**src/hdl/cau_pkg.sv**
```systemverilog
// constants and carrier types of the capture / aux pwm unit
package cau_pkg;

	// ****************************************
	// widths
	// ****************************************
	localparam int CNT_W     = 32;
	localparam int ADDR_W    = 8;
	localparam int NUM_SLOTS = 4;
	localparam int PTR_W     = 2;
	localparam int CTL_W     = 5;
	localparam int EVT_W     = 7;
	localparam int SYNC_W    = 4;

	// ****************************************
	// register offsets
	// ****************************************
	localparam logic [ADDR_W-1:0] ADDR_COUNTER   = 8'h00;
	localparam logic [ADDR_W-1:0] ADDR_SLOT_BASE = 8'h04;
	localparam logic [ADDR_W-1:0] ADDR_SLOT_STEP = 8'h04;
	localparam logic [ADDR_W-1:0] ADDR_CTL_TWO   = 8'h14;
	localparam logic [ADDR_W-1:0] ADDR_INT_STS   = 8'h18;
	localparam logic [ADDR_W-1:0] ADDR_INT_MSK   = 8'h1c;
	localparam logic [ADDR_W-1:0] ADDR_CLK_EN    = 8'h20;

	// ****************************************
	// control_reg_two fields
	// ****************************************
	localparam int CTL_MODE_BIT     = 0;
	localparam int CTL_RUN_BIT      = 1;
	localparam int CTL_SYNC_IN_BIT  = 2;
	localparam int CTL_SYNC_SEL_BIT = 3;
	localparam int CTL_FALL_BIT     = 4;
	localparam logic [CTL_W-1:0] CTL_RESET = 5'h02;

	// ****************************************
	// event bits (status and mask share this layout)
	// ****************************************
	localparam int EVT_CAP_BASE = 0;
	localparam int EVT_OVF_BIT  = 4;
	localparam int EVT_PRD_BIT  = 5;
	localparam int EVT_CMP_BIT  = 6;

	// ****************************************
	// timing and reset values
	// ****************************************
	localparam logic [SYNC_W-1:0] SYNC_OUT_CYCLES = 4'h8;
	localparam logic              CLK_EN_RESET    = 1'b0;

	// ****************************************
	// carriers
	// ****************************************
	typedef struct packed {
		logic              wr;
		logic              rd;
		logic [ADDR_W-1:0] addr;
		logic [CNT_W-1:0]  wdata;
	} cau_bus_req_t;

	typedef struct packed {
		logic [CNT_W-1:0]                cnt;
		logic [NUM_SLOTS-1:0][CNT_W-1:0] slot;
		logic [PTR_W-1:0]                ptr;
		logic [CTL_W-1:0]                ctl;
		logic [EVT_W-1:0]                sts;
		logic [EVT_W-1:0]                msk;
		logic                            clk_en;
		logic [1:0]                      cap_sync;
		logic [1:0]                      chn_sync;
		logic                            cap_prev;
		logic                            chn_prev;
		logic [SYNC_W-1:0]               sync_cnt;
		logic                            pwm;
		logic [CNT_W-1:0]                rdata;
	} cau_state_t;

endpackage

```
**src/hdl/cau_top.sv**
```systemverilog
// capture channel with auxiliary asymmetric pwm mode
//
// Added by the designer: strobed register access and the register offsets.
`timescale 1ns/1ns

module cau_top
	import cau_pkg::*;
(
	// clock and reset
	input  wire logic         clk_i,
	input  wire logic         rst_b_i,
	// register port
	input  wire cau_bus_req_t bus_i,
	output logic [CNT_W-1:0]  rdata_o,
	// pins and chain
	input  wire logic         capture_input_i,
	input  wire logic         chain_sync_input_i,
	output logic              chain_sync_output_o,
	output logic              aux_pwm_output_o,
	// interrupt
	output logic              module_interrupt_o
);

	// ****************************************
	// state
	// ****************************************
	cau_state_t q;
	cau_state_t d;

	// ****************************************
	// helper nets
	// ****************************************
	logic                            pwm_mode;
	logic                            running;
	logic                            cap_edge;
	logic                            chn_edge;
	logic                            cap_take;
	logic                            prd_hit;
	logic                            cmp_hit;
	logic                            ovf_hit;
	logic                            sync_in_clr;
	logic                            sync_trig;
	logic                            wr_cnt;
	logic                            wr_ctl;
	logic                            wr_sts;
	logic                            wr_msk;
	logic                            wr_clk;
	logic                            rd_cnt;
	logic                            rd_ctl;
	logic                            rd_sts;
	logic                            rd_msk;
	logic                            rd_clk;
	logic [EVT_W-1:0]                evt;
	logic [EVT_W-1:0]                clr;
	logic [EVT_W-1:0]                sts_next;
	logic [EVT_W-1:0]                irq_pend;
	logic [NUM_SLOTS-1:0]            slot_wr_hit;
	logic [NUM_SLOTS-1:0]            slot_rd_hit;
	logic [NUM_SLOTS-1:0]            slot_cap_hit;
	logic [NUM_SLOTS-1:0][CNT_W-1:0] slot_rd_part;
	logic [CNT_W-1:0]                cnt_step;
	logic [CNT_W-1:0]                cnt_next;
	logic [PTR_W-1:0]                ptr_next;
	logic                            pwm_next;
	logic [SYNC_W-1:0]               sync_next;
	logic [CNT_W-1:0]                rd_mux;

	// ****************************************
	// mode and gate
	// ****************************************
	// mode select
	assign pwm_mode = q.ctl[CTL_MODE_BIT];
	// unit gate
	// logical enable only: the register port still answers while stopped
	assign running  = q.clk_en & q.ctl[CTL_RUN_BIT];

	// ****************************************
	// edge detect
	// ****************************************
	// edge qualify
	assign cap_edge = q.ctl[CTL_FALL_BIT] ? (q.cap_prev & ~q.cap_sync[1])
		: (~q.cap_prev & q.cap_sync[1]);
	assign chn_edge = ~q.chn_prev & q.chn_sync[1];
	// edges count only while capturing and running
	assign cap_take = running & ~pwm_mode & cap_edge;

	// ****************************************
	// counter compare
	// ****************************************
	// active period and compare
	assign prd_hit  = pwm_mode & (q.cnt == q.slot[0]);
	assign cmp_hit  = pwm_mode & (q.cnt == q.slot[1]);
	assign ovf_hit  = ~pwm_mode & (q.cnt == {CNT_W{1'b1}});
	// up count only, back to zero at the period
	assign cnt_step = prd_hit ? '0 : q.cnt + CNT_W'(1);

	// ****************************************
	// sync chain
	// ****************************************
	// sync in clears counter
	assign sync_in_clr = running & q.ctl[CTL_SYNC_IN_BIT] & chn_edge;
	// with clk_en off a unit passes nothing on; with only the run bit clear it still relays sync in
	assign sync_trig   = q.clk_en
		& (q.ctl[CTL_SYNC_SEL_BIT] ? (running & prd_hit) : chn_edge);

	// ****************************************
	// register decode
	// ****************************************
	assign wr_cnt = bus_i.wr & (bus_i.addr == ADDR_COUNTER);
	assign wr_ctl = bus_i.wr & (bus_i.addr == ADDR_CTL_TWO);
	assign wr_sts = bus_i.wr & (bus_i.addr == ADDR_INT_STS);
	assign wr_msk = bus_i.wr & (bus_i.addr == ADDR_INT_MSK);
	assign wr_clk = bus_i.wr & (bus_i.addr == ADDR_CLK_EN);

	assign rd_cnt = bus_i.rd & (bus_i.addr == ADDR_COUNTER);
	assign rd_ctl = bus_i.rd & (bus_i.addr == ADDR_CTL_TWO);
	assign rd_sts = bus_i.rd & (bus_i.addr == ADDR_INT_STS);
	assign rd_msk = bus_i.rd & (bus_i.addr == ADDR_INT_MSK);
	assign rd_clk = bus_i.rd & (bus_i.addr == ADDR_CLK_EN);

	// ****************************************
	// slots
	// ****************************************
	// shared slots, one decode per slot
	for (genvar g = 0; g < NUM_SLOTS; g++) begin : g_slot
		localparam logic [ADDR_W-1:0] SLOT_ADDR = ADDR_W'(ADDR_SLOT_BASE + g * ADDR_SLOT_STEP);
		assign slot_wr_hit[g]  = bus_i.wr & (bus_i.addr == SLOT_ADDR);
		assign slot_rd_hit[g]  = bus_i.rd & (bus_i.addr == SLOT_ADDR);
		assign slot_cap_hit[g] = cap_take & (q.ptr == PTR_W'(g));
		assign slot_rd_part[g] = slot_rd_hit[g] ? q.slot[g] : '0;
	end

	// ****************************************
	// events
	// ****************************************
	// capture, pwm and counter events
	always_comb begin
		evt                            = '0;
		evt[EVT_CAP_BASE +: NUM_SLOTS] = slot_cap_hit;
		evt[EVT_OVF_BIT]               = running & ovf_hit;
		evt[EVT_PRD_BIT]               = running & prd_hit;
		evt[EVT_CMP_BIT]               = running & cmp_hit;
	end

	assign clr = wr_sts ? bus_i.wdata[EVT_W-1:0] : '0;
	// sticky flags: a set in the cycle of its clear wins
	for (genvar b = 0; b < EVT_W; b++) begin : g_sts
		assign sts_next[b] = evt[b] | (q.sts[b] & ~clr[b]);
	end

	// ****************************************
	// read mux
	// ****************************************
	always_comb begin
		rd_mux = '0;
		for (int i = 0; i < NUM_SLOTS; i++) begin
			rd_mux = rd_mux | slot_rd_part[i];
		end
		if (rd_cnt) begin
			rd_mux = q.cnt;
		end
		if (rd_ctl) begin
			rd_mux = CNT_W'(q.ctl);
		end
		if (rd_sts) begin
			rd_mux = CNT_W'(q.sts);
		end
		if (rd_msk) begin
			rd_mux = CNT_W'(q.msk);
		end
		if (rd_clk) begin
			rd_mux = CNT_W'(q.clk_en);
		end
	end

	// ****************************************
	// counter next value
	// ****************************************
	always_comb begin
		cnt_next = q.cnt;
		if (running) begin
			cnt_next = cnt_step;
		end
		if (sync_in_clr) begin
			cnt_next = '0;
		end
		// a bus write wins over counting and sync in
		if (wr_cnt) begin
			cnt_next = bus_i.wdata;
		end
	end

	// ****************************************
	// slot pointer
	// ****************************************
	always_comb begin
		ptr_next = q.ptr;
		// pointer walks slot one to four, then wraps
		if (cap_take) begin
			ptr_next = q.ptr + PTR_W'(1);
		end
		// rewriting control_reg_two restarts the sequence at slot one
		if (wr_ctl) begin
			ptr_next = '0;
		end
	end

	// ****************************************
	// pwm output
	// ****************************************
	always_comb begin
		pwm_next = q.pwm;
		// output held low whenever capture mode is selected
		if (!pwm_mode) begin
			pwm_next = 1'b0;
		end else if (running && prd_hit) begin
			pwm_next = 1'b1;
		end else if (running && cmp_hit) begin
			pwm_next = 1'b0;
		end
	end

	// ****************************************
	// sync out stretch
	// ****************************************
	always_comb begin
		sync_next = q.sync_cnt;
		// a new trigger restarts the stretched pulse
		if (sync_trig) begin
			sync_next = SYNC_OUT_CYCLES;
		end else if (q.sync_cnt != '0) begin
			sync_next = q.sync_cnt - SYNC_W'(1);
		end
	end

	// ****************************************
	// combinational next state
	// ****************************************
	always_comb begin
		d = q;

		// synchronisers: first stage feeds only the second
		d.cap_sync = {q.cap_sync[0], capture_input_i};
		d.chn_sync = {q.chn_sync[0], chain_sync_input_i};
		d.cap_prev = q.cap_sync[1];
		d.chn_prev = q.chn_sync[1];

		d.cnt      = cnt_next;
		d.ptr      = ptr_next;
		d.pwm      = pwm_next;
		d.sync_cnt = sync_next;
		d.sts      = sts_next;

		// shadow transfer at the period match
		// slot three shadows period, slot four shadows compare
		if (running && prd_hit) begin
			d.slot[0] = q.slot[2];
			d.slot[1] = q.slot[3];
		end
		for (int i = 0; i < NUM_SLOTS; i++) begin
			if (slot_cap_hit[i]) begin
				d.slot[i] = q.cnt;
			end
		end
		// software writes reach the slots in either mode
		for (int i = 0; i < NUM_SLOTS; i++) begin
			if (slot_wr_hit[i]) begin
				d.slot[i] = bus_i.wdata;
			end
		end

		if (wr_ctl) begin
			d.ctl = bus_i.wdata[CTL_W-1:0];
		end
		if (wr_msk) begin
			d.msk = bus_i.wdata[EVT_W-1:0];
		end
		if (wr_clk) begin
			d.clk_en = bus_i.wdata[0];
		end

		// read data stands only in the cycle after the strobe
		d.rdata = bus_i.rd ? rd_mux : '0;
	end

	// ****************************************
	// state register
	// ****************************************
	always_ff @(posedge clk_i or negedge rst_b_i) begin
		if (!rst_b_i) begin
			q        <= '0;
			q.ctl    <= CTL_RESET;
			q.clk_en <= CLK_EN_RESET;
		end else begin
			q <= d;
		end
	end

	// ****************************************
	// outputs
	// ****************************************
	assign rdata_o             = q.rdata;
	assign aux_pwm_output_o    = q.pwm;
	assign chain_sync_output_o = q.sync_cnt != '0;
	assign irq_pend            = q.sts & q.msk;
	assign module_interrupt_o  = |irq_pend;

endmodule

```
**config.mk**
```make
export PLATFORM = sky130hd
export DESIGN_NAME = cau_top
export DESIGN_NICKNAME = d
export VERILOG_FILES = /design/src/hdl/cau_pkg.sv /design/src/hdl/cau_top.sv
export SDC_FILE = /design/constraint.sdc
export NUM_CORES = 1
export LEC_CHECK = 0
export BUFFER_PORTS_ARGS = -buffer_cell sky130_fd_sc_hd__buf_2
export CORE_ASPECT_RATIO = 2
export CORE_UTILIZATION = 45
export CTS_BUF_LIST = sky130_fd_sc_hd__clkbuf_4
export DETAILED_ROUTE_END_ITERATION = 8
export PLACE_DENSITY = 0.73
export SLEW_MARGIN = 20
export SYNTH_ARGS = -nofsm -noshare
export SYNTH_HDL_FRONTEND = slang
export SYNTH_SLANG_ARGS = --single-unit
```
**constraint.sdc**
```tcl
create_clock -name clk_i -period 5.4 [get_ports clk_i]
set_input_delay 0.27 -clock clk_i [delete_from_list [all_inputs] [get_ports clk_i]]
set_output_delay 0.27 -clock clk_i [all_outputs]
set_load 0.005 [all_outputs]
```
Yosys cells after proc, flatten, opt, wreduce, memory -nomap -nowiden --
Cells that the tools add are included.
Storage, ports and cells: input port bits 46, output and inout port bits 35, logic and storage cells 147, register bits after elaboration 225
Cells by class: reductions and logical operators 13, bitwise logic cells 66, eq/ne operators 15, mux-type cells 33, add/sub/neg operators 3
Operators by type and width (count):
- 32-bit 2-to-1 mux | 22
- 32-bit bitwise OR | 3
- 32-bit equality test | 2
- 64-bit 2-to-1 mux | 1
- 1-bit AND | 44
- 32-bit by 1-bit adder with 32-bit output, second input constant | 1
- 32-bit equality test, second input constant | 1
- 8-bit by 5-bit equality test with 1-bit output, second input constant | 4
- 8-bit by 4-bit equality test with 1-bit output, second input constant | 2
- 1-bit inverter | 11
- 3-bit nonzero test | 3
- 8-bit by 3-bit equality test with 1-bit output, second input constant | 1
- 8-bit by 6-bit equality test with 1-bit output, second input constant | 1
- 8-bit zero test | 1
- 4-bit 2-to-1 mux | 2
- 2-bit nonzero test | 4
- 7-bit AND | 1
- 7-bit 2-to-1 mux | 1
- 1-bit bitwise OR | 7
- 7-bit OR reduction | 1
- 1-bit 2-to-1 mux | 5
- 2-bit equality test, second input constant | 2
- 2-bit 2-to-1 mux | 2
- 4-bit nonzero test | 1
- other kinds (6) | 7

Longest topological paths before layout --
Gate-level depths: netlist of run 1.
depth after elaboration 12, depth in mapped cells 9, depth with buffers taken out 7

Least setup slack after synthesis of run 1 --
OpenSTA, ideal clock, no wires.
kind reg2reg, start register q[194] (netlist name), end register q[66] (netlist name), buffers on the path 3, data arrival time 2037 ps, cell stages (with the launch flop) 10, setup time 121 ps, period minus slack after synthesis 2158 ps, path slack 3242 ps, cell sequence dfrtp_1 buf_2 xnor2_1 nand4_1 nor4_1 and4_1 buf_4 clkbuf_1 o22ai_1 a22o_1
On the way: cells in the longest elaborated chain, start to end 4, elaborated cells between the ends (all ways) 6, classes of those cells eq/ne (1); mux (2); bitwise (1); reduce/logical (2)
RTL lines:
- from (decl) | RTL line cau_top.sv:27 | cau_state_t q;
- 32-bit equality test | RTL line cau_top.sv:91 | assign prd_hit = pwm_mode & (q.cnt == q.slot[0]);
- 1-bit AND | RTL line cau_top.sv:91
- 1-bit logical AND | RTL line cau_top.sv:256 | if (running && prd_hit) begin
- 3-bit nonzero test (no source line)
Several ways; a longest one is shown, not always the timed one. A chain may end at the register's enable or synchronous reset.

Worst setup path after layout of run 1 --
start register q[199] (netlist name), end register q[81] (netlist name)
On the way: cells in the longest elaborated chain, start to end 4
RTL lines (RTL line):
- 32-bit equality test | cau_top.sv:91
- 1-bit AND | cau_top.sv:91
- 1-bit logical AND | cau_top.sv:256
- 3-bit nonzero test (no source line)
Every way passes these cells.

==> impl_metrics.toml, run 1 <==
[route]
first_pass_iters = 9
via_per_inst = 6.496
vias = 12970
drt_wl_total_um = 48020
antenna_left = 0
remaining_drc_errors = 0
drt_iter0_drc = 1483
wire_per_inst_um = 24.05

[power]
ir_worst_vdd_mv = 0.1035
power.density_nw_per_um2 = 255.9
p_leak_uw = 0.006493

[logic_synthesis]
synthDistinctLibCells = 63
ys_ff_latch = 225
avgSynthCellArea_um2 = 8.610
yosys_warnings = 0
synth_ff_type = "dfrtp_1"
netlist_area_um2 = 13530
synth_edf_count = 0
yosysSeqAreaShare = 0.4161
synth_nets = 1625
synth_top_cell_by_area = "dfrtp_1"
synth.top_cells.by_area = "dfrtp_1 (41%), nor2_1 (6.2%), nand2_1 (4.9%)"
syn_inst = 1572
async_reset_ff_frac = 1.000
synth_top_area_frac = 0.4142

[min_path]
hold_depth = 5
min-delay-start = "bus_i[36]"
hp-class = "in -> reg"
min_to = "rdata_o[0]$_DFF_PN0_"

[global_routing]
grt_pass1_wl_um = 74240
grt_pass1_vias = 12930
grt_max_degree = 123
antenna_found_initial = 1
grt_remaining_overflow = 0
grt_use_total = 0.3131

[timing]
timing.slew.headroom = 0.2400
fmax_mhz = 291.4
min_period_ns = 3.432
finalSetupViolations = 0
finalHoldViolCount = 0
timing.hold.ws_ns = 0.03430
clock_skew_ns = 0.03060
drv_slew = 0
setup_tns_ns = 0
fin_crit_sh = 0.6355
rsz0062_at_grt = "no"
worstMarginPinSlew_ns = 1.137

[setup_path]
crit_type = "reg -> reg"
critPathSlowestCell = "and4_2"
cp_data_arrival_time_ns = 4.03
cp-end-kind = "flop"
startpoint_type = "flop"
r2r_cells = 7
cp.required_ns = 6.00
slowest_delay_ns = 0.96
reg2reg_slack_ns = 1.97
reg2reg_to = "q[81]$_DFFE_PN0P_"
path_buf_inv = 1
crit_path_cell_trace = "xnor2_1, nand4_1, nor4_1, and4_2, buf_4, o22ai_1, a22o_1"
r2r_start = "q[199]$_DFFE_PN0P_"
critPathMaxFanout = 40
crit_family = "simple AND/OR/NAND/NOR gates"

[final_layout]
area_growth_syn_to_layout_pct = 9.753
fill_cells = 2724
utilization = 0.5034
drive_gt1_frac = 0.1422
postLayoutCellArea_um2 = 14850
nets = 1645

[outcome]
status = "complete, no violations"

[floorplan]
die_w_um = 124.6
dieArea_um2 = 30820
start_util = 0.4586
coreArea_um2 = 29510
row_count = 89
die_h_um = 247.3
io_pins = 81

[clocking]
cts_tree = "done"
cts_inserted_buffers = 52
clock_sinks = 225
post_cts_buffers = 0
cts_hold_buf = 40
cts_buffer_depth = 3
clkLatencyLatePin_ns = 0.73
cts_root_buffer = "clkbuf_4"
h-tree-depth = 2
path_clk_slew_ns = 0.07
cts_resized = 0

[flow_run]
cap_violations = 0

[placed_design]
dp_hpwl_um = 30720
placed_area_um2 = 13780
port_buffers = 80
gp_congestion = 0.9473
## cells in the mapped netlist, drive strengths merged (4+ instances only)
cell / n
a21oi: 84
a222oi: 26
a22o: 64
a22oi: 26
a31oi: 32
a32oi: 4
and2: 6
and3: 16
and4: 4
buf: 89
clkbuf: 90
dfrtp: 224
ha: 7
inv: 8
mux2: 14
mux2i: 60
nand2: 179
nand3: 26
nand4: 23
nor2: 223
nor3: 21
nor3b: 5
nor4: 16
o211ai: 9
o21ai: 130
o22ai: 68
or4: 5
xnor2: 45
xor2: 33
## worst register-to-register path, cell delays in order (launching register included)
cell and delay (ns):
dfrtp_1 0.56, xnor2_1 0.39, nand4_1 0.16, nor4_1 0.37, and4_2 0.96, buf_4 0.48, o22ai_1 0.14, a22o_1 0.24
## logic make-up after synthesis
group                      Yosys count  share of synthesized area
and+or+nand+nor                    543                     0.1814
AOI/OAI and AO/OA                  455                     0.2164
DFF                                225                     0.4161
buffers and inverters              187                    0.06813
xor gates and xnor gates            78                    0.05048
muxes                               77                    0.06101
adders and majority gates            7                   0.006471
## worst max path at each step
| stage | start | to | slack, ns | depth (start not counted) |
|---|---|---|---|---|
| floorplan | q[194]$_DFFE_PN0P_ | q[66]$_DFFE_PN0P_ | 3.24 | 9 |
| global placement | q[220]$_DFFE_PN0P_ | q[76]$_DFFE_PN0P_ | 2.08 | 7 |
| detailed placement | q[220]$_DFFE_PN0P_ | q[81]$_DFFE_PN0P_ | 2.05 | 7 |
| CTS | q[220]$_DFFE_PN0P_ | q[81]$_DFFE_PN0P_ | 2.04 | 7 |
| global route | q[220]$_DFFE_PN0P_ | q[74]$_DFFE_PN0P_ | 1.78 | 7 |
| finish | q[199]$_DFFE_PN0P_ | q[81]$_DFFE_PN0P_ | 1.97 | 7 |
## cell type report
type,count,area [um2],share of cell area
Clock buffer,77,578.1,0.03892
Clock inverter,17,92.59,0.006233
Sequential cell,225,5632,0.3791
Multi-Input combinational cell,1160,7053,0.4748
Timing Repair Buffer,145,1011,0.06806
Antenna cell,1,2.502,0.0001685
Inverter,8,30.03,0.002022
Tap cell,364,455.4,0.03066
## sequential cells by signal, summed over array words and instances, names as in the netlist
register,cells
q,187
aux_pwm_output_o,1
d,4
rdata_o,32
pwm_mode,1
## metrics by stage
step                      cells  setup WS, ns  power, uW
after floorplan            1572         3.242       2192
after global placement     1862         2.082       2360
after detailed placement   1862         2.053       2379
after CTS                  1996         2.041       3812
after global routing       1997         1.784       3962
final                      1997         1.968       3801
## power breakdown
part | internal [uW] | switching [uW]
combinational | 203 | 251
sequential | 1790 | 132
clock | 700 | 726
total | 2690 | 1110
## metal layers
layer	track usage	vias to the layer above	share of wire
met5	0	-	0
met4	0.2732	0	0.095
met3	0.05084	296	0.080
met2	0.5283	791	0.49
met1	0.3399	6212	0.34
li1	-	5674	-
## cell usage in the layout (no fill, tap or decap), types with 5 or more instances in the layout
cell type	synthesis	layout
dfrtp_1	224	224
nor2_1	223	217
nand2_1	177	175
o21ai_0	124	124
a21oi_1	84	84
buf_2	41	79
clkbuf_4	0	77
o22ai_1	68	68
a22o_1	64	64
mux2i_1	60	60
xnor2_1	45	45
dlygate4sd3_1	0	40
xor2_1	33	33
a31oi_1	32	31
nand3_1	26	26
a222oi_1	26	26
a22oi_1	26	26
buf_4	41	24
nand4_1	23	23
nor3_1	17	16
and3_1	16	16
mux2_2	14	14
nor4_1	13	13
clkinv_1	0	13
o211ai_1	9	9
inv_1	8	8
ha_1	7	7
nor2_4	0	6
o21ai_1	6	6
nor3b_1	5	5
Note: power is estimated with default switching activity, not from simulation.
==> run 2: changes to the inputs <==
Settings changed: PLACE_DENSITY 0.73 to 0.75.
Clock period 5.4 ns to 2.7 ns, I/O delays scaled along.
==> run 2 against run 1 <==
  * Utilization is 2.2 points higher
  * Via count is 2.6% higher
  * Fmax up 32%
  * Critical path depth stayed put
  * Final cell count up 2.7%
==> impl_metrics.toml, run 2 (synthesized netlist as in run 1, its figures left out) <==
[power]
power.density_nw_per_um2 = 483.0
p_leak_uw = 0.006849
ir_worst_vdd_mv = 0.2311

[clocking]
cts_inserted_buffers = 51
cts_root_buffer = "clkbuf_4"
cts_buffer_depth = 3
h-tree-depth = 2
path_clk_slew_ns = 0.08
clock_sinks = 225
clkLatencyLatePin_ns = 0.73
cts_tree = "done"
post_cts_buffers = 0

[final_layout]
nets = 1715
multi_input_area_um2 = 7056
layout_commonest_cell = "dfrtp_1"
area_growth_syn_to_layout_pct = 14.50
drive_gt1_frac = 0.1726
largest_register_ffs = 187
regArea_um2 = 5632
top_register = "q"
final_cell_mix = "dfrtp_1 (224), nor2_1 (216), nand2_1 (177), o21ai_0 (124), a21oi_1 (84)"
utilization = 0.5251
postLayoutCellArea_um2 = 15500
fill_cells = 2679

[floorplan]
dieArea_um2 = 30820
row_count = 89
io_pins = 81
coreArea_um2 = 29510
die_h_um = 247.3
die_w_um = 124.6
start_util = 0.4586

[route]
via_per_inst = 6.490
drt_iter0_drc = 1325
remaining_drc_errors = 0
drt_wl_total_um = 49500
vias = 13310
first_pass_iters = 6
wire_per_inst_um = 24.13
antenna_left = 0

[timing]
finalSetupViolations = 0
finalHoldViolCount = 0
worstMarginPinSlew_ns = 1.069
fmax_mhz = 383.5
drv_slew = 0
fin_crit_sh = 0.9659
min_period_ns = 2.608
setup_tns_ns = 0
fin_ws_ns = 0.09217
clock_skew_ns = 0.04893
rsz0062_at_grt = "yes"
timing.slew.headroom = 0.2823

[global_routing]
grt_use_total = 0.3210
grt_pass1_vias = 13530
grt_remaining_overflow = 0
grt_pass1_wl_um = 76170
grt_max_degree = 87
antenna_found_initial = 4

[setup_path]
cp-end-kind = "flop"
r2r_start = "q[202]$_DFFE_PN0P_"
critPathMaxFanout = 12
reg2reg_to = "aux_pwm_output_o$_DFFE_PN0P_"
cp.required_ns = 3.27
startpoint_type = "flop"
cp_data_arrival_time_ns = 3.18
r2r_cells = 7
crit_type = "reg -> reg"
reg2reg_slack_ns = 0.09

[placed_design]
placed_area_um2 = 14460
post-place-ws_ns = 0.2496
gp_congestion = 1.048
port_buffers = 80
dp_hpwl_um = 32450

[outcome]
status = "complete, no violations"

[flow_run]
cap_violations = 0

[min_path]
hp-class = "in -> async"
[run 2: stage by stage]
| step | hold WS (ns) | cells | power, uW |
|---|---|---|---|
| 2_1_floorplan | -0.1606 | 1572 | 4384 |
| 3_3_place_gp | 0.1926 | 1929 | 4778 |
| 3_5_place_dp | 0.2023 | 1929 | 4825 |
| 4_1_cts | 0.06216 | 2050 | 7487 |
| 5_1_grt | 0.06931 | 2051 | 7784 |
| 6_report | 0.03399 | 2051 | 7484 |
[run 2: cell type report]
cell class	instances	area share
Inverter	8	0.001938
Sequential cell	225	0.3634
Multi-Input combinational cell	1160	0.4553
Tap cell	364	0.02939
Clock inverter	7	0.003472
Timing Repair Buffer	216	0.1124
Antenna cell	1	0.0001615
Clock buffer	70	0.03391
[run 2: critical path, stage by stage, from the launching register on]
cell and delay, ns:
dfrtp_1 0.39, buf_4 0.19, xor2_1 0.22, nor4_1 0.39, nand3_1 0.40, or4_1 0.70, nand3_1 0.15, nand2_1 0.06
[run 2: layer usage]
layer  track usage  wire (um)  vias to the layer above
li1              -          -                     5802
met1        0.3359      16340                     6327
met2        0.5470      24390                      851
met3       0.05431       3935                      328
met4        0.2966       4809                        2
met5             0         12                        -
[run 2: report_power, final]
| part | leakage, uW | internal (uW) | switching, uW |
|---|---|---|---|
| sequential | 0.00269 | 3580 | 216 |
| combinational | 0.00380 | 458 | 585 |
| clock | 0.000351 | 1270 | 1380 |
[run 2: worst max path at each step]
stage	start	end	slack (ns)	depth (start not counted)
6_report	q[202]$_DFFE_PN0P_	aux_pwm_output_o$_DFFE_PN0P_	0.09	7
5_1_grt	bus_i[32]	rdata_o[0]$_DFF_PN0_	0.01	10
4_1_cts	bus_i[32]	rdata_o[18]$_DFF_PN0_	0.06	10
3_5_place_dp	bus_i[35]	rdata_o[18]$_DFF_PN0_	0.25	7
3_3_place_gp	bus_i[35]	rdata_o[18]$_DFF_PN0_	0.25	7
2_1_floorplan	q[194]$_DFFE_PN0P_	q[66]$_DFFE_PN0P_	0.54	9
[run 2: what timing repair did]
action	in CTS	in global routing
resized for setup	0	3
endpoints found under the setup margin	0	12
hold buffers	44	0
hold endpoints to repair	321	0
==> run 3: changes to the inputs <==
Settings changed: CTS_BUF_LIST sky130_fd_sc_hd__clkbuf_4 to sky130_fd_sc_hd__clkbuf_8, REMOVE_ABC_BUFFERS set to 1.
==> run 3 against run 2 <==
  * Wire length decreased by 3.5%
  * Hold slack improved by 0.0065 ns
  * Utilization increased by 0.32 points
  * Sequential power about the same
  * Critical endpoint is now q[217]$_DFFE_PN0P_
  * Non-clock buffer count increased by 5
  * Count of clock-buffer cells in the layout decreased by 30
  * Setup slack improved by 0.072 ns
==> impl_metrics.toml, run 3 (synthesized netlist as in run 1, its figures left out) <==
[timing]
timing.hold.ws_ns = 0.04045
finalSetupViolations = 0
min_period_ns = 2.536
clock_skew_ns = 0.01434
fmax_mhz = 394.3
drv_slew = 0
fin_crit_sh = 0.9394
worstMarginPinSlew_ns = 0.8456
finalHoldViolCount = 0
setup_tns_ns = 0
fin_ws_ns = 0.1637
rsz0062_at_grt = "no"
timing.slew.headroom = 0.4325

[clocking]
cts_inserted_buffers = 36
clkLatencyLatePin_ns = 0.57
h-tree-depth = 2
path_clk_slew_ns = 0.07
cts_buffer_depth = 3
cts_root_buffer = "clkbuf_8"
post_cts_buffers = 0
cts_tree = "done"
cts_resized = 0
clock_sinks = 225

[final_layout]
largest_register_ffs = 187
postLayoutCellArea_um2 = 15590
regArea_um2 = 5632
nets = 1705
area_growth_syn_to_layout_pct = 15.19
top_register = "q"
stdcell_count = 2035
drive_gt1_frac = 0.1623
layout_commonest_cell = "dfrtp_1"
multi_input_area_um2 = 7038
fill_cells = 2670
final_cell_mix = "dfrtp_1 (224), nor2_1 (217), nand2_1 (177), o21ai_0 (124), buf_4 (86)"

[route]
remaining_drc_errors = 0
drt_wl_total_um = 47770
first_pass_iters = 6
via_per_inst = 6.432
wire_per_inst_um = 23.47
antenna_left = 0
vias = 13090
drt_iter0_drc = 1213

[floorplan]
die_w_um = 124.6
io_pins = 81
die_h_um = 247.3
row_count = 89
coreArea_um2 = 29510
start_util = 0.4586
dieArea_um2 = 30820

[setup_path]
reg2reg_to = "q[217]$_DFFE_PN0P_"
startpoint_type = "flop"
crit_path_cell_trace = "buf_4, ha_1, and3_1, nand3_1, or4_1, o211a_1, o21ai_0, nand2_1"
reg2reg_slack_ns = 0.16
critPathMaxFanout = 10
cp.required_ns = 3.14
crit_type = "reg -> reg"
path_buf_inv = 1
r2r_start = "q[193]$_DFFE_PN0P_"
critPathSlowestCell = "or4_1"
r2r_cells = 8
slowest_delay_ns = 0.56
cp_data_arrival_time_ns = 2.97
crit_family = "simple AND/OR/NAND/NOR gates"
cp-end-kind = "flop"

[power]
p_leak_uw = 0.006886
power.density_nw_per_um2 = 499.7
ir_worst_vdd_mv = 0.2920

[global_routing]
grt_max_degree = 90
grt_remaining_overflow = 0
grt_use_total = 0.3112
grt_pass1_vias = 12980
antenna_found_initial = 1
grt_pass1_wl_um = 73910

[placed_design]
place_inst = 1938
post-place-ws_ns = 0.2370
gp_congestion = 0.9646
dp_hpwl_um = 32050
port_buffers = 80
placed_area_um2 = 14510

[min_path]
min-delay-start = "bus_i[38]"
hp-class = "in -> reg"
hold_depth = 4
min_to = "q[43]$_DFFE_PN0P_"

[outcome]
status = "complete, no violations"

[flow_run]
cap_violations = 0
run 3: changes by cell type in the layout (fill, tap and decap cells not counted), moves of 3 or more:
cell	delta
inv_1	+10
dlygate4sd3_1	-4
clkinvlp_4	+3
clkbuf_8	+40
clkinv_1	-4
clkbuf_4	-70
buf_4	+10
run 3: power breakdown:
group | leakage (uW) | switching (uW) | internal, uW
combinational | 0.00382 | 574 | 454
clock | 0.000373 | 1420 | 1540
sequential | 0.00269 | 215 | 3590
run 3: cell type report:
class	instances	area share
multi-input cells	1160	0.4514
flip-flops and latches	225	0.3612
repair buffers	221	0.1127
clock buffers	40	0.03531
well taps	364	0.02921
clock inverters	16	0.008026
inverters	8	0.001926
diodes	1	0.0001605
run 3: layer usage:
metal,vias to the layer above,global-route usage,share of wire
li1,5767,-,-
met1,6277,0.3254,0.34
met2,751,0.5357,0.49
met3,295,0.04457,0.068
met4,0,0.2895,0.10
met5,-,0,0
run 3: worst min-delay path: stages:
cell	delay (ns)
buf_2	0.15
nor4_2	0.08
nand2_1	0.07
mux2_2	0.14
run 3: what timing repair did:
item,in CTS,in global routing
setup endpoints to repair,0,0
hold buffers,40,0
hold endpoints to repair,268,0
run 3: per-stage QoR:
step | total power, uW | util
finish | 7790 | 0.5283
global route | 8072 | 0.5283
CTS | 7824 | 0.5282
detailed placement | 4829 | 0.4918
global placement | 4782 | 0.4918
floorplan | 4344 | -
run 3: how the worst max path moves through the flow:
stage | start | endpoint | cells past startpoint
floorplan | q[62]$_DFFE_PN0P_ | q[65]$_DFFE_PN0P_ | 5
global placement | q[193]$_DFFE_PN0P_ | q[217]$_DFFE_PN0P_ | 8
detailed placement | q[193]$_DFFE_PN0P_ | q[217]$_DFFE_PN0P_ | 8
CTS | q[193]$_DFFE_PN0P_ | q[217]$_DFFE_PN0P_ | 8
global route | bus_i[39] | rdata_o[0]$_DFF_PN0_ | 10
finish | q[193]$_DFFE_PN0P_ | q[217]$_DFFE_PN0P_ | 8
